$ cat src/core/emb_defs.vh
// Constants for the external memory bus timing block.
// Assumes inclusion by bare name from the address select and sequencer files of the block.
// How it works
// - Mode codes 101, 110, 111 run 16-bit transfers non-multiplexed.
// - Mode codes 101 and 111 run 8-bit non-multiplexed transfers without bank select.
// - Mode code 110 runs 8-bit non-multiplexed transfers with bank select.
// - Mode codes 001, 010, 011 run 16-bit transfers multiplexed.
// - Mode codes 001 and 011 run 8-bit multiplexed transfers without bank select.
// - Mode code 010 runs 8-bit multiplexed transfers with bank select.
// - Non-multiplexed 16-bit: pointer high byte on port 5, low byte on port 6.
// - Non-multiplexed: data on port 7, driven on writes, sampled on reads.
// - Bank select: high byte from page select, low byte from indirect pointer.
// - Active-low write strobe on P4.7, read strobe on P4.6; only one pulses.
// - Multiplexed: port 7 carries low address first, then data.
// - Multiplexed: latch strobe on P4.5 captures the low address byte.
// - Multiplexed: upper address byte goes on port 6, not port 5.
// - Setup of 0 to 3 clocks before the strobe.
// - Strobe width of 1 to 16 clocks.
// - Hold of 0 to 3 clocks after the strobe.
// - Latch strobe high for 1 to 4 clocks in multiplexed mode.
// - Latch strobe low for 1 to 4 clocks before the data phase.
// - Write data valid 1 to 19 clocks before the write strobe rises.
// - Write data held 0 to 3 clocks after the write strobe rises.
// - Upper ports act as bus pins only during off-chip moves.
// - A transfer takes 4 clocks beyond the programmed phases.
// - After reset the timing settings take their maximum values.
// - 8-bit transfers without bank select leave the upper byte undriven.
`ifndef EMB_DEFS_VH
`define EMB_DEFS_VH
`define EMB_MODE_MUX_BS      3'b010
`define EMB_MODE_NMX_BS      3'b110
`define EMB_MODE_MUX_BIT     2
`define EMB_TIM_SETUP_HI     7
`define EMB_TIM_SETUP_LO     6
`define EMB_TIM_WIDTH_HI     5
`define EMB_TIM_WIDTH_LO     2
`define EMB_TIM_HOLD_HI      1
`define EMB_TIM_HOLD_LO      0
`define EMB_ALE_HIGH_HI      3
`define EMB_ALE_HIGH_LO      2
`define EMB_ALE_LOW_HI       1
`define EMB_ALE_LOW_LO       0
`define EMB_TIM_RESET        8'hff
`define EMB_ALE_RESET        4'hf
`define EMB_OVERHEAD_CYC     4
`endif

$ cat src/core/emb_down_cnt.v
// Loadable down counter used to time each bus phase.
// Assumes one clock, synchronous active-low reset and a clock enable.
`timescale 1ns/10ps
module emb_down_cnt #(
    parameter W = 5
) (
    input  wire         clk_sys,
    input  wire         rst_n,
    input  wire         ce,
    input  wire         load,
    input  wire [W-1:0] load_val,
    output wire         zero
);
    reg [W-1:0] cnt_r;
    assign zero = (cnt_r == {W{1'b0}});
    always @(posedge clk_sys) begin
        if (!rst_n) begin
            cnt_r <= {W{1'b0}};
        end else if (ce) begin
            if (load) begin
                cnt_r <= load_val;
            end else if (!zero) begin
                cnt_r <= cnt_r - {{(W-1){1'b0}}, 1'b1};
            end
        end
    end
endmodule

$ cat src/core/emb_addr_sel.v
// Combinational address source selection for one transfer.
// Assumes the mode code and pointer bytes are stable while a request is taken.
`include "emb_defs.vh"
`timescale 1ns/10ps
module emb_addr_sel (
    input  wire [2:0] mode,
    input  wire       wide,
    input  wire       ptr_sel,
    input  wire [7:0] pointer_high_byte,
    input  wire [7:0] pointer_low_byte,
    input  wire [7:0] indirect_ptr_zero,
    input  wire [7:0] indirect_ptr_one,
    input  wire [7:0] ext_mem_page_select,
    output reg  [7:0] addr_hi,
    output reg  [7:0] addr_lo,
    output reg        hi_drive
);
    always @* begin
        if (wide) begin
            addr_hi  = pointer_high_byte;
            addr_lo  = pointer_low_byte;
            hi_drive = 1'b1;
        end else begin
            addr_hi  = ext_mem_page_select;
            addr_lo  = ptr_sel ? indirect_ptr_one : indirect_ptr_zero;
            // Without bank select the upper byte is left to the port.
            hi_drive = (mode == `EMB_MODE_NMX_BS) || (mode == `EMB_MODE_MUX_BS);
        end
    end
endmodule

$ cat src/core/emb_ctrl.v
// External memory bus sequencer for off-chip external moves.
// Assumes the core holds request fields stable until done, and drives pins itself when not busy.
`include "emb_defs.vh"
`timescale 1ns/10ps
module emb_ctrl #(
    parameter CW = 5
) (
    input  wire       clk_sys,
    input  wire       rst_n,
    input  wire       ce,
    input  wire       req,
    input  wire       req_write,
    input  wire       req_wide,
    input  wire       req_ptr_sel,
    input  wire [7:0] wdata,
    input  wire [2:0] ext_mem_config,
    input  wire [7:0] ext_mem_page_select,
    input  wire [7:0] ext_mem_timing_ctrl,
    input  wire       timing_load,
    input  wire [3:0] ale_timing,
    input  wire [7:0] pointer_high_byte,
    input  wire [7:0] pointer_low_byte,
    input  wire [7:0] indirect_ptr_zero,
    input  wire [7:0] indirect_ptr_one,
    input  wire [7:0] p7_in,
    output reg  [7:0] p5_out,
    output reg        p5_oe,
    output reg  [7:0] p6_out,
    output reg        p6_oe,
    output reg  [7:0] p7_out,
    output reg        p7_oe,
    output reg        p4_wr_n,
    output reg        p4_rd_n,
    output reg        p4_ale,
    output reg        bus_active,
    output reg  [7:0] rdata,
    output reg        done
);
    localparam S_IDLE  = 3'd0;
    localparam S_ALEH  = 3'd1;
    localparam S_ALEL  = 3'd2;
    localparam S_SETUP = 3'd3;
    localparam S_STRB  = 3'd4;
    localparam S_HOLD  = 3'd5;
    localparam S_TAIL  = 3'd6;

    reg [2:0]  st_r;
    reg [2:0]  st_nxt;
    reg [7:0]  tim_r;
    reg [3:0]  ale_r;
    reg        wr_r;
    reg        load;
    reg [CW-1:0] load_val;
    wire       cnt_zero;
    wire [7:0] sel_hi;
    wire [7:0] sel_lo;
    wire       sel_hidrv;

    localparam [CW-1:0] TAIL_LEN = `EMB_OVERHEAD_CYC;

    // Phase length minus one so that a count of zero lasts one cycle.
    function [CW-1:0] len_m1;
        input [CW-1:0] cycles;
        begin
            len_m1 = cycles - {{(CW-1){1'b0}}, 1'b1};
        end
    endfunction

    emb_addr_sel u_sel (
        .mode                (ext_mem_config),
        .wide                (req_wide),
        .ptr_sel             (req_ptr_sel),
        .pointer_high_byte   (pointer_high_byte),
        .pointer_low_byte    (pointer_low_byte),
        .indirect_ptr_zero   (indirect_ptr_zero),
        .indirect_ptr_one    (indirect_ptr_one),
        .ext_mem_page_select (ext_mem_page_select),
        .addr_hi             (sel_hi),
        .addr_lo             (sel_lo),
        .hi_drive            (sel_hidrv)
    );

    emb_down_cnt #(.W(CW)) u_cnt (
        .clk_sys  (clk_sys),
        .rst_n    (rst_n),
        .ce       (ce),
        .load     (load),
        .load_val (load_val),
        .zero     (cnt_zero)
    );

    wire [1:0] t_setup = tim_r[`EMB_TIM_SETUP_HI:`EMB_TIM_SETUP_LO];
    wire [3:0] t_width = tim_r[`EMB_TIM_WIDTH_HI:`EMB_TIM_WIDTH_LO];
    wire [1:0] t_hold  = tim_r[`EMB_TIM_HOLD_HI:`EMB_TIM_HOLD_LO];
    wire [1:0] latch_strobe_high  = ale_r[`EMB_ALE_HIGH_HI:`EMB_ALE_HIGH_LO];
    wire [1:0] latch_strobe_low  = ale_r[`EMB_ALE_LOW_HI:`EMB_ALE_LOW_LO];
    wire [CW-1:0] setup_m1 = len_m1({{(CW-2){1'b0}}, t_setup});
    wire [CW-1:0] hold_m1  = len_m1({{(CW-2){1'b0}}, t_hold});
    wire [CW-1:0] width_ld = {{(CW-4){1'b0}}, t_width};

    // Next state and counter loads; each phase waits for the counter to reach zero.
    always @* begin
        st_nxt   = st_r;
        load     = 1'b0;
        load_val = {CW{1'b0}};
        case (st_r)
            S_IDLE: begin
                if (req) begin
                    load = 1'b1;
                    if (ext_mem_config[`EMB_MODE_MUX_BIT] == 1'b0) begin
                        st_nxt   = S_ALEH;
                        load_val = {{(CW-2){1'b0}}, latch_strobe_high};
                    end else if (t_setup == 2'd0) begin
                        st_nxt   = S_STRB;
                        load_val = width_ld;
                    end else begin
                        st_nxt   = S_SETUP;
                        load_val = setup_m1;
                    end
                end
            end
            S_ALEH: begin
                if (cnt_zero) begin
                    st_nxt   = S_ALEL;
                    load     = 1'b1;
                    load_val = {{(CW-2){1'b0}}, latch_strobe_low};
                end
            end
            S_ALEL: begin
                if (cnt_zero) begin
                    load = 1'b1;
                    if (t_setup == 2'd0) begin
                        st_nxt   = S_STRB;
                        load_val = width_ld;
                    end else begin
                        st_nxt   = S_SETUP;
                        load_val = setup_m1;
                    end
                end
            end
            S_SETUP: begin
                if (cnt_zero) begin
                    st_nxt   = S_STRB;
                    load     = 1'b1;
                    load_val = width_ld;
                end
            end
            S_STRB: begin
                if (cnt_zero) begin
                    load = 1'b1;
                    if (t_hold == 2'd0) begin
                        st_nxt   = S_TAIL;
                        load_val = len_m1(TAIL_LEN);
                    end else begin
                        st_nxt   = S_HOLD;
                        load_val = hold_m1;
                    end
                end
            end
            S_HOLD: begin
                if (cnt_zero) begin
                    st_nxt   = S_TAIL;
                    load     = 1'b1;
                    load_val = len_m1(TAIL_LEN);
                end
            end
            S_TAIL: begin
                if (cnt_zero) begin
                    st_nxt = S_IDLE;
                end
            end
            default: begin
                st_nxt = S_IDLE;
            end
        endcase
    end

    // A zero setup or hold skips its phase, so setup and hold each last exactly their programmed number of cycles.

    always @(posedge clk_sys) begin
        if (!rst_n) begin
            st_r       <= S_IDLE;
            tim_r      <= `EMB_TIM_RESET;
            ale_r      <= `EMB_ALE_RESET;
            wr_r       <= 1'b0;
            p5_out     <= 8'h00;
            p5_oe      <= 1'b0;
            p6_out     <= 8'h00;
            p6_oe      <= 1'b0;
            p7_out     <= 8'h00;
            p7_oe      <= 1'b0;
            p4_wr_n    <= 1'b1;
            p4_rd_n    <= 1'b1;
            p4_ale     <= 1'b0;
            bus_active <= 1'b0;
            rdata      <= 8'h00;
            done       <= 1'b0;
        end else if (ce) begin
            st_r <= st_nxt;
            done <= 1'b0;
            if (timing_load && st_r == S_IDLE) begin
                tim_r <= ext_mem_timing_ctrl;
                ale_r <= ale_timing;
            end
            if (st_r == S_IDLE && req) begin
                wr_r       <= req_write;
                bus_active <= 1'b1;
                if (ext_mem_config[`EMB_MODE_MUX_BIT] == 1'b0) begin
                    p6_out <= sel_hi;
                    p6_oe  <= sel_hidrv;
                    p7_out <= sel_lo;
                    p7_oe  <= 1'b1;
                    p4_ale <= 1'b1;
                end else begin
                    p5_out <= sel_hi;
                    p5_oe  <= sel_hidrv;
                    p6_out <= sel_lo;
                    p6_oe  <= 1'b1;
                    p7_out <= wdata;
                    p7_oe  <= req_write;
                    if (t_setup == 2'd0) begin
                        p4_wr_n <= ~req_write;
                        p4_rd_n <= req_write;
                    end
                end
            end
            if (st_r == S_ALEH && cnt_zero) begin
                p4_ale <= 1'b0;
            end
            if (st_r == S_ALEL && cnt_zero) begin
                // Address phase over on the shared port; data phase follows.
                p7_out <= wdata;
                p7_oe  <= wr_r;
                if (t_setup == 2'd0) begin
                    p4_wr_n <= ~wr_r;
                    p4_rd_n <= wr_r;
                end
            end
            if (st_r == S_SETUP && cnt_zero) begin
                p4_wr_n <= ~wr_r;
                p4_rd_n <= wr_r;
            end
            if (st_r == S_STRB && cnt_zero) begin
                p4_wr_n <= 1'b1;
                p4_rd_n <= 1'b1;
                if (!wr_r) begin
                    rdata <= p7_in;
                end
                if (t_hold == 2'd0) begin
                    p5_oe <= 1'b0;
                    p6_oe <= 1'b0;
                    p7_oe <= 1'b0;
                end
            end
            if (st_r == S_HOLD && cnt_zero) begin
                p5_oe  <= 1'b0;
                p6_oe  <= 1'b0;
                p7_oe  <= 1'b0;
            end
            if (st_r == S_TAIL && cnt_zero) begin
                bus_active <= 1'b0;
                done       <= 1'b1;
            end
        end
    end
endmodule

$ cat config.mk
export PLATFORM = sky130hd
export DESIGN_NAME = emb_ctrl
export DESIGN_NICKNAME = d
export VERILOG_FILES = /design/src/core/emb_down_cnt.v /design/src/core/emb_addr_sel.v /design/src/core/emb_ctrl.v
export VERILOG_INCLUDE_DIRS = /design/src /design/src/core
export SDC_FILE = /design/constraint.sdc
export NUM_CORES = 1
export LEC_CHECK = 0
export BUFFER_PORTS_ARGS = -buffer_cell sky130_fd_sc_hd__buf_4
export CELL_PAD_IN_SITES_DETAIL_PLACEMENT = 1
export CELL_PAD_IN_SITES_GLOBAL_PLACEMENT = 1
export CORE_ASPECT_RATIO = 1.1
export CORE_UTILIZATION = 39
export CTS_CLUSTER_DIAMETER = 120
export DETAILED_ROUTE_END_ITERATION = 6
export PLACE_DENSITY_LB_ADDON = 0.1
export SLEW_MARGIN = 20
export SYNTH_ARGS = -nofsm -noshare
export SYNTH_HDL_FRONTEND = slang
export SYNTH_SLANG_ARGS = --single-unit
$ cat constraint.sdc
create_clock -name clk_sys -period 5.63 [get_ports clk_sys]
set_input_delay 1.126 -clock clk_sys [delete_from_list [all_inputs] [get_ports clk_sys]]
set_output_delay 1.126 -clock clk_sys [all_outputs]
set_load 0.02 [all_outputs]
# Yosys cells after proc, flatten, opt, wreduce, memory -nomap -nowiden
# Cells that the tools add are included.
# op_classes
addsub	3
n_eq_ne	17
n_mux	70
bitwise	2
reduce_logical	26
# ops
op	count
two-way mux 8 bit	7
two-way mux 5 bit	8
two-way mux 1 bit	39
case mux 5 bit (6 select lines)	1
two-way mux 3 bit	9
case mux 3 bit (7 select lines)	1
!= test 2 bit (second input constant)	8
== test 3 bit (second input constant)	4
AND reduction 2 bit	5
== test 3 x 2 -> 1 bit (second input constant)	3
AND reduction 3 bit	3
logical AND 1 bit	8
AND reduction 8 bit	1
two-way mux 2 bit	3
nonzero test 2 bit	3
subtractor 2 x 1 -> 3 bit (second input constant)	2
logical NOT 5 bit	1
OR reduction 5 bit	1
subtractor 5 x 1 -> 5 bit (second input constant)	1
logical NOT 2 bit	2
two-way mux 4 bit	1
== test 3 x 1 -> 1 bit (second input constant)	1
logical NOT 3 bit	1
!= test 2 x 1 -> 1 bit (second input constant)	1
other kinds (3)	4
# totals
regBits	61
output_inout_bits	40
word_cells	135

# Depth between registers and ports, before layout
# depth
word_depth	8
depth_mapped	9
mapped_depth_nobuf	7

# By module
# From an unflattened synthesis, not the netlist that was laid out.
# hier_totals
cells_unflattened	374
hier_area_um2	3213.1
# modules_own_cells
mod	instances	cells_per_inst	area_each_um2
emb_ctrl	1	296	2593.7
emb_down_cnt	1	40	321.6
emb_addr_sel	1	38	297.8

# Worst setup path after synthesis
# Ideal clock, no wire load.
# synth_path
kind	input port to flip-flop
from	in req
to	reg p5_out[4]
setup_ps	116
arrival_time_ps	2421
t_required_ps	5514
path_slack_ps	3093
stages	5
path_buffers	1
cell_sequence	nor4b_2 nand2_1 clkbuf_1 a2111o_1 o211a_1
# synth_between
elab_chain_len	2
# synth_rtl
element	line	source
start, declared	emb_ctrl.v:11	input wire req,
logical AND 1 bit	emb_ctrl.v:205	if (st_r == S_IDLE && req) begin
AND reduction 3 bit (no line)	n/a	
end signal, assigned	emb_ctrl.v:215	p5_out <= sel_hi;
end, declared	emb_ctrl.v:26	output reg [7:0] p5_out,
# Every way passes these cells.
# A chain may end at the register's enable or synchronous reset.

# Worst setup path in the final report
# layout_path
from	in req
to	reg p5_out[0]
# The elaborated chain is that of the path after synthesis.

==> results.json <==
{
  "synthArstFlopShare": 0,
  "drive_gt1_frac": 0.328,
  "finalWorstSetupSlack_ns": 2.66,
  "worstPathArrival_ns": 3.20,
  "period_minus_slack_ns": 2.97,
  "p_leak_nw": 2.10,
  "status": "finished, final reports clean",
  "firstDrtPassIters": 4,
  "core_um2": 8000,
  "vdd_drop_max_v": 0.000170,
  "routed_wl_um": 9570,
  "cts_resized": 0,
  "cpLargestDelayFamily": "simple AND/OR/NAND/NOR gates",
  "cp_slowest_stage_delay_ns": 0.75,
  "min-delay-start": "ale_r[0]$_SDFFE_PN1P_",
  "clk_path_buf_depth": 2,
  "num_rows": 34,
  "tightest_slew_ns": 0.831,
  "yosys_most_used_dff": "dfxtp_1",
  "path_class": "in2reg",
  "rsz0062_at_grt": "no",
  "ys_warn_count": 0,
  "fmax_mhz": 337,
  "ys_seq_area_frac": 0.376,
  "cts.sinks": 61,
  "powerDensity_nw_per_um2": 323,
  "avgSynthCellArea_um2": 8.65,
  "diodes": 0,
  "clk_pin_slew_ns": 0.07,
  "synth.top_cell.area_share": 0.376,
  "grt_max_degree": 60,
  "dp_hpwl_um": 7270,
  "start_kind": "input port",
  "track_usage": 0.230,
  "final-max-slew-violation-count": 0,
  "pin_count": 119,
  "grt_pass1_wl_um": 15300,
  "die_w_um": 89.0,
  "grt_pass1_vias": 3140,
  "die_h_um": 97.7,
  "r2r_start": "st_r[0]$_SDFFE_PN0P_",
  "vias": 3169,
  "gp_congestion": 0.857,
  "synth_fp_nets": 458,
  "max-cap-violations": 0,
  "cp-startpoint": "req",
  "skew_ns": 0.00692,
  "finalSetupViolations": 0,
  "synth_common_cells": "61 x dfxtp_1, 39 x nand2_1, 29 x a21oi_1",
  "r2r_setup_slack_ns": 2.89,
  "insertion_delay_ns": 0.34,
  "fin_crit_sh": 0.528,
  "num-fill-cells": 999,
  "avgViaCountPerCell": 5.38,
  "synth_cell_types": 51,
  "cp_num_buf_inv": 1,
  "worstSetupEndpointType": "register",
  "area_growth_pct": 33.4,
  "drtIter0Drc": 130,
  "cts_setup_buffers": 0,
  "htreeDepth": 3,
  "cts-root-buf": "clkbuf_8",
  "syn-instance-count": 375,
  "required_ns": 5.86,
  "cts-buffers-inserted": 9,
  "hold_path_class": "reg2reg",
  "grt-ovfl-total": 0,
  "synth-seq-cells": 61,
  "cts_tree": "done",
  "ant_nets": 0,
  "remaining_drc_errors": 0,
  "die_area_um2": 8690,
  "initial_core_util": 0.406,
  "synth.most_common_cell": "dfxtp_1",
  "fin_nets": 559,
  "setup_tns_ns": 0,
  "yosys.area.top_type": "dfxtp_1",
  "portBuffers": 118,
  "cts_hold_buf": 0,
  "hold_viol": 0,
  "path_max_fanout": 14,
  "post-place-ws_ns": 2.31,
  "critPathSlowestCell": "nor2_1",
  "synth.area.top_cells": "dfxtp_1 38%, mux2i_1 7.1%, o211a_1 4.9%",
  "path_common_cell": "nand2_1",
  "slew_headroom": 0.444,
  "syn_area_um2": 3240,
  "synth-edff-count": 0,
  "wl_per_cell_um": 16.2,
  "path_cells": "buf_4 -> nor4b_2 -> nand2_1 -> nor2_1 -> nand2_1 -> o211a_1",
  "antenna_found_initial": 0
}
## registers in the layout, indices dropped and copies added (netlist names), 3 cells and up
name	count
p5_out	8
p6_out	8
p7_out	8
rdata	8
tim_r	8
u_cnt.cnt_r	5
ale_r	4
st_r	3
## path summary, 6_finish.rpt
path	to	cells past startpoint
worst min-delay path	ale_r[0]$_SDFFE_PN1P_	2
worst max-delay path	p5_out[0]$_SDFFE_PN0P_	6
worst max register to register	p5_out[0]$_SDFFE_PN0P_	5
worst min register to register	ale_r[0]$_SDFFE_PN1P_	2
## metal layers
metal  global-route usage  wire length (um)  vias up
met3               0.0578               470        8
met2                0.394              4810       84
li1                     -                 -     1568
met5                    0                 0        -
met1                0.282              4200     1509
met4               0.0635                87        0
## power by group
group | internal [mW] | total [mW] | switching [mW] | leakage [nW]
logic | 0.217 | 0.490 | 0.273 | 1.52
clock network | 0.160 | 0.344 | 0.185 | 0.0774
registers | 0.495 | 0.562 | 0.0668 | 0.499
total | 0.872 | 1.40 | 0.525 | 2.10
## logic make-up after synthesis
| logic type | after synthesis | synth area share |
|---|---|---|
| AO/OA/AOI/OAI | 119 | 0.265 |
| XOR/XNOR | 2 | 0.00540 |
| adder cells (fa/ha/maj) | 4 | 0.0154 |
| buffers and inverters | 34 | 0.0424 |
| flip-flops | 61 | 0.376 |
| multiplexers | 32 | 0.102 |
| AND/OR/NAND/NOR | 123 | 0.193 |
## worst reg2reg max path, cell delays in order, from the launching register on
cell     delay (ns)
dfxtp_1        0.50
nor4b_2        0.66
nand2_1        0.42
nor2_1         0.75
nand2_1        0.12
o211a_1        0.17
## cell type report
cell class,count,area (um^2),share of cell area
Clock buffer,9,124,0.0286
Clock inverter,7,52.6,0.0121
Inverter,6,22.5,0.00521
Multi-Input combinational cell,280,1890,0.436
Sequential cell,61,1220,0.282
Tap cell,108,135,0.0312
Timing Repair Buffer,118,886,0.205
## cell usage in the layout, fill, tap and decap left out, types with 3 or more instances in the layout
| master | netlist | layout |
|---|---|---|
| nand2b_1 | 4 | 4 |
| o211ai_1 | 7 | 7 |
| o211a_1 | 16 | 16 |
| dfxtp_1 | 61 | 61 |
| or3_1 | 3 | 3 |
| a21o_1 | 3 | 3 |
| o31ai_1 | 3 | 3 |
| nor2b_1 | 19 | 19 |
| a31oi_1 | 4 | 4 |
| ha_1 | 4 | 4 |
| a21boi_0 | 5 | 5 |
| o21ai_0 | 19 | 19 |
| clkinvlp_4 | 0 | 4 |
| mux2i_1 | 23 | 23 |
| nor3_1 | 4 | 4 |
| clkbuf_8 | 0 | 9 |
| mux2_2 | 9 | 9 |
| nand2_1 | 39 | 39 |
| inv_1 | 6 | 6 |
| buf_4 | 0 | 118 |
| o22ai_1 | 3 | 3 |
| a2111o_1 | 4 | 4 |
| a211oi_1 | 10 | 10 |
| nor2_1 | 23 | 23 |
| a21oi_1 | 29 | 29 |
| nand3_1 | 13 | 13 |
| or2_2 | 5 | 5 |
## metrics by stage
stage | area [um^2] | hold WS [ns] | std cells | power, mW | utilization
global placement | 4150 | 0.456 | 573 | 1.04 | 0.519
CTS | 4330 | 0.474 | 589 | 1.42 | 0.541
detailed placement | 4150 | 0.456 | 573 | 1.06 | 0.519
floorplan | 3240 | 0.440 | 375 | 0.897 | -
global route | 4330 | 0.498 | 589 | 1.49 | 0.541
finish | 4330 | 0.471 | 589 | 1.40 | 0.541
Power figures use the tool's default switching activity.
